==> src/rtl/alp_defs.svh <==
// Constants for the converter low-power mode control link.
// Assumes one 250 MHz clock shared by both ends.
`ifndef ALP_DEFS_SVH
`define ALP_DEFS_SVH

`define ALP_UNLOCK_ADDR 8'h05
`define ALP_UNLOCK_KEY 8'h69
`define ALP_PWRCTL_ADDR 8'h04
`define ALP_LIGHT_SLEEP_BIT 0
`define ALP_DEEP_SLEEP_BIT 1
`define ALP_PWRCTL_RESET 8'h00
`define ALP_CLK_NS 4
`define ALP_CONV_NS 40
`define ALP_CONV_CYCLES ((`ALP_CONV_NS + `ALP_CLK_NS - 1) / `ALP_CLK_NS)
`define ALP_LS_WAKE_NS 100
`define ALP_LS_WAKE_CYCLES ((`ALP_LS_WAKE_NS + `ALP_CLK_NS - 1) / `ALP_CLK_NS)
`define ALP_DS_WAKE_NS 400
`define ALP_DS_WAKE_CYCLES ((`ALP_DS_WAKE_NS + `ALP_CLK_NS - 1) / `ALP_CLK_NS)

`endif

==> src/rtl/alp_pkg.sv <==
// Types shared by both ends of the low-power mode control link.
// Assumes alp_defs.svh provides the numeric constants.
package alp_pkg;
  typedef enum logic [2:0] {
    ALP_DEV_IDLE, ALP_DEV_CONV, ALP_DEV_LIGHT, ALP_DEV_DEEP, ALP_DEV_WAKE
  } alp_dev_state_e;
  typedef enum logic [2:0] {
    ALP_HOST_IDLE, ALP_HOST_UNLOCK, ALP_HOST_WRITE, ALP_HOST_CONV, ALP_HOST_WAIT
  } alp_host_state_e;
endpackage

==> src/rtl/alp_link_if.sv <==
// Link between host and converter: start pin, register write port, ready pin.
// Assumes both ends run on the same clock.
interface alp_link_if;
  logic conversion_start_select_pin;
  logic wr_valid;
  logic [7:0] wr_addr;
  logic [7:0] wr_data;
  logic ready_indicator_pin;
  modport device (input conversion_start_select_pin, input wr_valid, input wr_addr,
    input wr_data, output ready_indicator_pin);
  modport host (output conversion_start_select_pin, output wr_valid, output wr_addr,
    output wr_data, input ready_indicator_pin);
endinterface

==> src/rtl/alp_device.sv <==
// Converter-side power mode controller.
// Assumes link inputs are synchronous to clk_in.
`include "alp_defs.svh"
module alp_device
  import alp_pkg::*;
(
  // Clock and reset
  input wire logic clk_in,
  input wire logic reset_n_in,
  // Link
  alp_link_if.device link,
  // Core status
  output logic analog_powered_out,
  output logic low_power_acq_out,
  output logic conv_busy_out,
  output logic [7:0] pwrctl_out
);
  alp_dev_state_e state_reg;
  logic pin_d_reg;
  logic unlocked_reg;
  logic [7:0] reset_power_control_register;
  logic [7:0] conv_cnt_reg;
  logic ready_reg;
  logic rise;
  logic fall;
  logic light_sleep_enable_bit;
  logic deep_sleep_request_bit;

  assign rise = link.conversion_start_select_pin & ~pin_d_reg;
  assign fall = ~link.conversion_start_select_pin & pin_d_reg;
  assign light_sleep_enable_bit = reset_power_control_register[`ALP_LIGHT_SLEEP_BIT];
  assign deep_sleep_request_bit = reset_power_control_register[`ALP_DEEP_SLEEP_BIT];
  assign link.ready_indicator_pin = ready_reg;

  // ==========================================================
  // Pin edge history
  always_ff @(posedge clk_in or negedge reset_n_in) begin
    if (!reset_n_in) begin
      pin_d_reg <= 1'b0;
    end else begin
      pin_d_reg <= link.conversion_start_select_pin;
    end
  end

  // ==========================================================
  // Key unlock and control register
  // Unlock lasts until the next control write or a wrong key write, so each change needs a fresh key.
  always_ff @(posedge clk_in or negedge reset_n_in) begin
    if (!reset_n_in) begin
      unlocked_reg <= 1'b0;
      reset_power_control_register <= `ALP_PWRCTL_RESET;
    end else if (link.wr_valid) begin
      if (link.wr_addr == `ALP_UNLOCK_ADDR) begin
        unlocked_reg <= (link.wr_data == `ALP_UNLOCK_KEY);
      end else if (link.wr_addr == `ALP_PWRCTL_ADDR) begin
        unlocked_reg <= 1'b0;
        if (unlocked_reg) begin
          reset_power_control_register <= link.wr_data;
        end
      end
    end
  end

  // ==========================================================
  // Power state machine
  always_ff @(posedge clk_in or negedge reset_n_in) begin
    if (!reset_n_in) begin
      state_reg <= ALP_DEV_IDLE;
      conv_cnt_reg <= 8'h00;
    end else begin
      case (state_reg)
        ALP_DEV_IDLE: begin
          if (rise && deep_sleep_request_bit) begin
            state_reg <= ALP_DEV_DEEP;
          end else if (rise) begin
            state_reg <= ALP_DEV_CONV;
            conv_cnt_reg <= 8'(`ALP_CONV_CYCLES - 1);
          end
        end
        ALP_DEV_CONV: begin
          if (conv_cnt_reg != 8'h00) begin
            conv_cnt_reg <= conv_cnt_reg - 8'h01;
          end else if (light_sleep_enable_bit && link.conversion_start_select_pin) begin
            state_reg <= ALP_DEV_LIGHT;
          end else begin
            state_reg <= ALP_DEV_IDLE;
          end
        end
        ALP_DEV_LIGHT: begin
          if (fall) begin
            state_reg <= ALP_DEV_IDLE;
          end
        end
        ALP_DEV_DEEP: begin
          if (!deep_sleep_request_bit) begin
            state_reg <= ALP_DEV_WAKE;
            conv_cnt_reg <= 8'(`ALP_DS_WAKE_CYCLES - 1);
          end
        end
        ALP_DEV_WAKE: begin
          if (conv_cnt_reg != 8'h00) begin
            conv_cnt_reg <= conv_cnt_reg - 8'h01;
          end else begin
            state_reg <= ALP_DEV_IDLE;
          end
        end
        default: begin
          state_reg <= ALP_DEV_IDLE;
        end
      endcase
    end
  end

  // ==========================================================
  // Outputs, all registered
  always_ff @(posedge clk_in or negedge reset_n_in) begin
    if (!reset_n_in) begin
      ready_reg <= 1'b1;
      analog_powered_out <= 1'b1;
      low_power_acq_out <= 1'b0;
      conv_busy_out <= 1'b0;
      pwrctl_out <= `ALP_PWRCTL_RESET;
    end else begin
      ready_reg <= (state_reg != ALP_DEV_CONV);
      analog_powered_out <= (state_reg != ALP_DEV_DEEP);
      low_power_acq_out <= (state_reg == ALP_DEV_LIGHT);
      conv_busy_out <= (state_reg == ALP_DEV_CONV);
      pwrctl_out <= reset_power_control_register;
    end
  end
endmodule // alp_device

==> src/flat_wrapper.sv <==
// flat-port wrapper written by rule: the top's interface ports become plain ports
module alp_device_flat import alp_pkg::*;
  (clk_in, reset_n_in, analog_powered_out, low_power_acq_out, conv_busy_out, pwrctl_out, link_conversion_start_select_pin, link_wr_valid, link_wr_addr, link_wr_data, link_ready_indicator_pin);
  alp_link_if link_i ();
  input wire logic clk_in;
  input wire logic reset_n_in;
  output logic analog_powered_out;
  output logic low_power_acq_out;
  output logic conv_busy_out;
  output logic [7:0] pwrctl_out;
  input wire logic [$bits(link_i.conversion_start_select_pin)-1:0] link_conversion_start_select_pin;
  input wire logic [$bits(link_i.wr_valid)-1:0] link_wr_valid;
  input wire logic [$bits(link_i.wr_addr)-1:0] link_wr_addr;
  input wire logic [$bits(link_i.wr_data)-1:0] link_wr_data;
  output wire logic [$bits(link_i.ready_indicator_pin)-1:0] link_ready_indicator_pin;
  assign link_i.conversion_start_select_pin = link_conversion_start_select_pin;
  assign link_i.wr_valid = link_wr_valid;
  assign link_i.wr_addr = link_wr_addr;
  assign link_i.wr_data = link_wr_data;
  assign link_ready_indicator_pin = link_i.ready_indicator_pin;
  alp_device u_core (.clk_in(clk_in), .reset_n_in(reset_n_in), .link(link_i), .analog_powered_out(analog_powered_out), .low_power_acq_out(low_power_acq_out), .conv_busy_out(conv_busy_out), .pwrctl_out(pwrctl_out));
endmodule
==> config.mk <==
export PLATFORM = sky130hd
export DESIGN_NAME = alp_device_flat
export DESIGN_NICKNAME = d
export VERILOG_FILES = /design/src/rtl/alp_pkg.sv /design/src/rtl/alp_link_if.sv /design/src/rtl/alp_device.sv /design/src/flat_wrapper.sv
export VERILOG_INCLUDE_DIRS = /design/src /design/src/rtl
export SDC_FILE = /design/constraint.sdc
export NUM_CORES = 1
export LEC_CHECK = 0
export BUFFER_PORTS_ARGS = -buffer_cell sky130_fd_sc_hd__buf_2
export CAP_MARGIN = 30
export CORE_ASPECT_RATIO = 1.5
export CORE_MARGIN = 4
export CORE_UTILIZATION = 35
export DETAILED_ROUTE_END_ITERATION = 8
export PLACE_DENSITY = 0.55
export SYNTH_ARGS = -nofsm -noshare
export SYNTH_HDL_FRONTEND = slang
export SYNTH_SLANG_ARGS = --single-unit
export TNS_END_PERCENT = 20
==> constraint.sdc <==
create_clock -name clk_in -period 1.4 [get_ports clk_in]
set_input_delay 0.14 -clock clk_in [delete_from_list [all_inputs] [get_ports clk_in]]
set_output_delay 0.14 -clock clk_in [all_outputs]
set_load 0.03 [all_outputs]
Yosys cells after proc, flatten, opt, wreduce, memory -nomap -nowiden
Cells that the tools add are included.

Output and inout port bits: 12. Input bits: 20. Register bits: 33. Logic and storage cells: 59.

Multiplexer cells: 15. Equality and inequality tests: 17. Reduce and logical (&&, ||, !) cells: 11. Add/subtract/negate cells: 1. Bitwise logic cells: 5.

Operator list (number): $mux W8 (4); $pmux W8 S3 (1); $mux W3 (6); $eq A8 B3 Y1 const B (2); $pmux W3 S5 (1); $reduce_and A5 Y1 (2); $eq A8 B7 Y1 const B (1); $ne A2 B2 Y1 const B (4); $reduce_bool A8 Y1 (1); $sub A8 B1 Y8 const B (1); $eq A3 B2 Y1 const B (2); $ne A2 B1 Y1 const B (3); $ne A3 B1 Y1 const B (2); $reduce_and A4 Y1 (1); $eq A3 B1 Y1 const B (1); $eq A3 B3 Y1 const B (1); $logic_not A3 Y1 (1); $ne A3 B2 Y1 const B (1); $not A1 Y1 (3); $reduce_bool A3 Y1 (1); $and A1 B1 Y1 (2); $logic_and A1 B1 Y1 (2); $mux W1 (2); $mux W2 (1); 3 further kinds (3).

Longest topological paths before layout
Word-level depth: 5. Depth in mapped cells: 6. Depth with buffers taken out: 5.

Worst setup path before layout
Ideal clock, no wire load.

Kind: reg2reg. Start point: register u_core.conv_cnt_reg[0]. End point: register u_core.conv_cnt_reg[3]. Stages on the path, launching flop included: 7. Required time: 1277 ps. Arrival: 1374 ps. Buffers on the path: 1. Period minus slack after synthesis: 1496 ps. Setup slack: -96 ps. Library setup time: 123 ps. Path through: dfrtp_1 inv_1 ha_1 and3_1 buf_6 a22o_4 o221a_2.

Longest elaborated chain between the ends: 3. Elaborated cells on any way between the ends: 6. Classes of those cells: add/sub: 1; eq/ne: 1; mux: 2; reduce/logical: 2.

RTL lines: start, declared (line alp_device.sv:22) `logic [7:0] conv_cnt_reg;`; start signal, assigned (line alp_device.sv:77) `` conv_cnt_reg <= 8'(`ALP_CONV_CYCLES - 1); ``; start signal, assigned (line alp_device.sv:82) `conv_cnt_reg <= conv_cnt_reg - 8'h01;`; start signal, assigned (line alp_device.sv:97) `` conv_cnt_reg <= 8'(`ALP_DS_WAKE_CYCLES - 1); ``; $sub A8 B1 Y8 or $reduce_bool A8 Y1 (tied branches); $mux W8 or $ne A2 B1 Y1 (tied branches); $pmux W8 S3 or $reduce_and A5 Y1 (tied branches).

Several ways; a longest one is shown, not always the timed one. The select of a mux whose other input is x is not followed. A chain may end at the register's enable or synchronous reset.

Final worst setup path
Start point: register u_core.reset_power_control_register[1]. End point: register u_core.conv_cnt_reg[3].

Longest elaborated chain between the ends: 3. Elaborated cells on any way between the ends: 4. Classes of those cells: eq/ne: 2; reduce/logical: 2.

RTL lines: start, declared (line alp_device.sv:21) `logic [7:0] reset_power_control_register;`; start signal, assigned (line alp_device.sv:51) `` reset_power_control_register <= `ALP_PWRCTL_RESET; ``; start signal, assigned (line alp_device.sv:58) `reset_power_control_register <= link.wr_data;`; $logic_and A1 B1 Y1 (line alp_device.sv:73) `if (rise && deep_sleep_request_bit) begin`; $ne A2 B2 Y1 (no source line); $reduce_and A5 Y1 (no source line) *.

Mark *: on every way between the ends. The rest lies on a longest branch, timed or not.

==> flow_metrics.tcl <==
set metrics [dict create \
    status "finished with violations" \
    violations "negative setup slack" \
    synth_flop_cell "dfrtp_1" \
    tightest_slew_ns 0.4096 \
    dieArea_um2 5452 \
    clock_sinks 33 \
    viasPerCell 5.347 \
    yosys.cell_types.count 43 \
    row_count 29 \
    startpoint_type "flop" \
    crit_chain "nor4b_4, o21bai_2, a22o_4, o221a_4" \
    fin_area_um2 2247 \
    grt_max_degree 34 \
    leakage_nw 1.080 \
    wl_per_cell_um 15.33 \
    routabilityCongestion 0.8615 \
    core_um2 4209 \
    synth_top_area_share_pct 51.37 \
    timing.rr.end "u_core.conv_cnt_reg[3]" \
    critPathKind "reg2reg" \
    yosys_register_bits 33 \
    cts_tree "yes" \
    slowest_delay_ns 0.45 \
    timing.slew.headroom_pct 72.69 \
    cp.arrival_ns 1.67 \
    hold_violations 0 \
    initial_utilization_pct 35.88 \
    track_usage_pct 15.30 \
    syn_avg_cell_area_um2 11.80 \
    maxSlewViolCount 0 \
    rr_startpoint "u_core.reset_power_control_register[1]" \
    drive_above_1_share_pct 57.65 \
    drt_wl_total_mm 3.709 \
    drt_iter0_drc 20 \
    area_growth_pct 48.80 \
    hpwl_mm 2.540 \
    hp-start "link_conversion_start_select_pin" \
    clk_pin_slew_worst_paths_ns 0.08 \
    r2r_setup_slack_ns -0.08 \
    r2r_cells 4 \
    yosysTopAreaCell "dfrtp_1" \
    htreeDepth 2 \
    antenna_left 0 \
    period_share_pct 105.9 \
    powerDensity_nw_per_um2 1613 \
    critPathMaxFanout 5 \
    cts_inserted_buffers 5 \
    dp_cells 227 \
    cts.path.max_buffers 2 \
    rsz0062_at_grt "true" \
    grt_pass1_wl_mm 6.161 \
    antenna_found_initial 0 \
    min_to "u_core.pin_d_reg" \
    drc 0 \
    cpMaxStageDelayCell "dfrtp_2" \
    clkLatencyLatePin_ns 0.29 \
    synth-edff-count 0 \
    via_count 1294 \
    yosys_warnings 0 \
    io_pins 32 \
    maxCapViolCount 0 \
    synthTopCellsByArea "dfrtp_1 (51%), mux2_2 (6.0%), dfstp_2 (3.5%)" \
    fin_worst_skew_ns 0.009828 \
    die_y_um 88.45 \
    antenna_cells 0 \
    post-place-ws_ns -0.1650 \
    stdcell_count 242 \
    irDropWorstVdd_mv 0.8768 \
    synth-async-reset-ratio_pct 100.0 \
    grt_pass1_vias 1429 \
    seq_area_frac_synth_pct 54.85 \
    io_buffers 31 \
    fin_util_pct 53.39 \
    cp.required_ns 1.58 \
    finalCriticalPeriod_ns 1.483 \
    first_pass_iters 4 \
    fin_ws_ns -0.08259 \
    setup_violations 8 \
    ctsRootBufferMaster "clkbuf_8" \
    fmax_mhz 674.5 \
    placed_cell_area_um2 1896 \
    syn_area_um2 1510 \
    fin_nets 217 \
    overflow 0 \
    endpoint_kind "flop" \
    synth_nets 150 \
    die_x_um 61.64 \
    min_path_type "in2reg" \
    whs_path_depth 1 \
    netlist_instances 128 \
]
## cells in the final DEF, fill, tap and decap left out, types with 2 or more instances in the layout
master    instances
buf_2            31
buf_4            29
dfrtp_1          27
inv_1            10
mux2_2            8
nand2_1           7
nor2_1            6
clkbuf_8          6
o21ai_0           5
a31oi_1           4
buf_6             4
dfrtp_2           4
nor4_4            3
o22ai_1           3
nor3_1            2
nor4b_1           2
and3_4            2
a21oi_1           2
a22oi_2           2
a41oi_2           2
dfstp_2           2
## cells by family (layout without fill, tap and decap cells)
family / count (synthesis) / after routing / share of synthesized area, %
muxes: 8 / 8 / 5.965
AOI/OAI and AO/OA: 31 / 31 / 14.58
buffers and inverters: 16 / 84 / 5.716
xor gates and xnor gates: 1 / 1 / 0.5801
adders and majority gates: 2 / 2 / 1.657
and+or+nand+nor: 37 / 37 / 16.65
DFF: 33 / 33 / 54.85
## critical path, delay by kind of cell (launching register included)
kind | cells | cell delay [ns]
DFF | 1 | 0.45
and+or+nand+nor | 1 | 0.29
AOI/OAI and AO/OA | 3 | 0.63
## metrics by stage
| step | power (mW) | hold slack (ns) | TNS [ns] |
|---|---|---|---|
| after floorplan | 2.024 | -0.1556 | -0.1844 |
| after global placement | 2.314 | 0.1884 | -0.9884 |
| after detailed placement | 2.331 | 0.1914 | -1.477 |
| after CTS | 3.443 | 0.02705 | -0.2282 |
| after global routing | 3.824 | 0.02722 | -0.8168 |
| final | 3.624 | 0.03560 | -0.2519 |
## cell type report
cell class / count / area, um^2
clock buffer: 6 / 82.58
clock inverter: 2 / 37.54
fill: 356 / 1962
inverter: 11 / 41.29
multi-input combinational: 79 / 767.0
sequential: 33 / 833.3
tap: 46 / 57.56
timing repair buffer: 65 / 427.9
## worst max-delay path by stage
stage | end | depth (start not counted) | startpoint
floorplan | u_core.conv_cnt_reg[3] | 5 | u_core.state_reg[1]
global placement | u_core.conv_cnt_reg[3] | 4 | u_core.state_reg[1]
detailed placement | u_core.conv_cnt_reg[3] | 4 | u_core.state_reg[1]
CTS | u_core.conv_cnt_reg[3] | 4 | u_core.reset_power_control_register[1]
global route | u_core.conv_cnt_reg[3] | 4 | u_core.reset_power_control_register[1]
finish | u_core.conv_cnt_reg[3] | 4 | u_core.reset_power_control_register[1]
## power by group
part	switching [mW]	internal (mW)
combinational	0.732	0.739
sequential	0.115	1.09
clock	0.365	0.579
## synth_stat cells (all sizes together), types with 2 or more instances
cell	count
nor3	2
a41oi	2
ha	2
buf	4
nor2	7
nand2	8
and3	2
a22oi	3
a31oi	5
nor3b	2
o21ai	6
a21oi	3
nand4b	2
o22ai	3
nor4b	3
nor4	3
nand3	2
inv	11
o21bai	2
dfstp	2
mux2	8
dfrtp	31
## timing repair
item / in CTS / in global routing
setup endpoints to repair: 10 / 11
hold buffers: 1 / 0
hold endpoints to repair: 31 / 0
pin swaps: 5 / 8
buffers inserted: 6 / 0
gates resized for setup: 19 / 17
## metal layers
metal  track usage (%)  vias to the layer above  part of all wire [%]
li1                  -                      608                     -
met1             16.00                      623                    37
met2             26.41                       48                    54
met3             3.942                       15                   4.7
met4             9.266                        0                   4.1
met5                 0                        -                     0
Power figures use the tool's default switching activity.
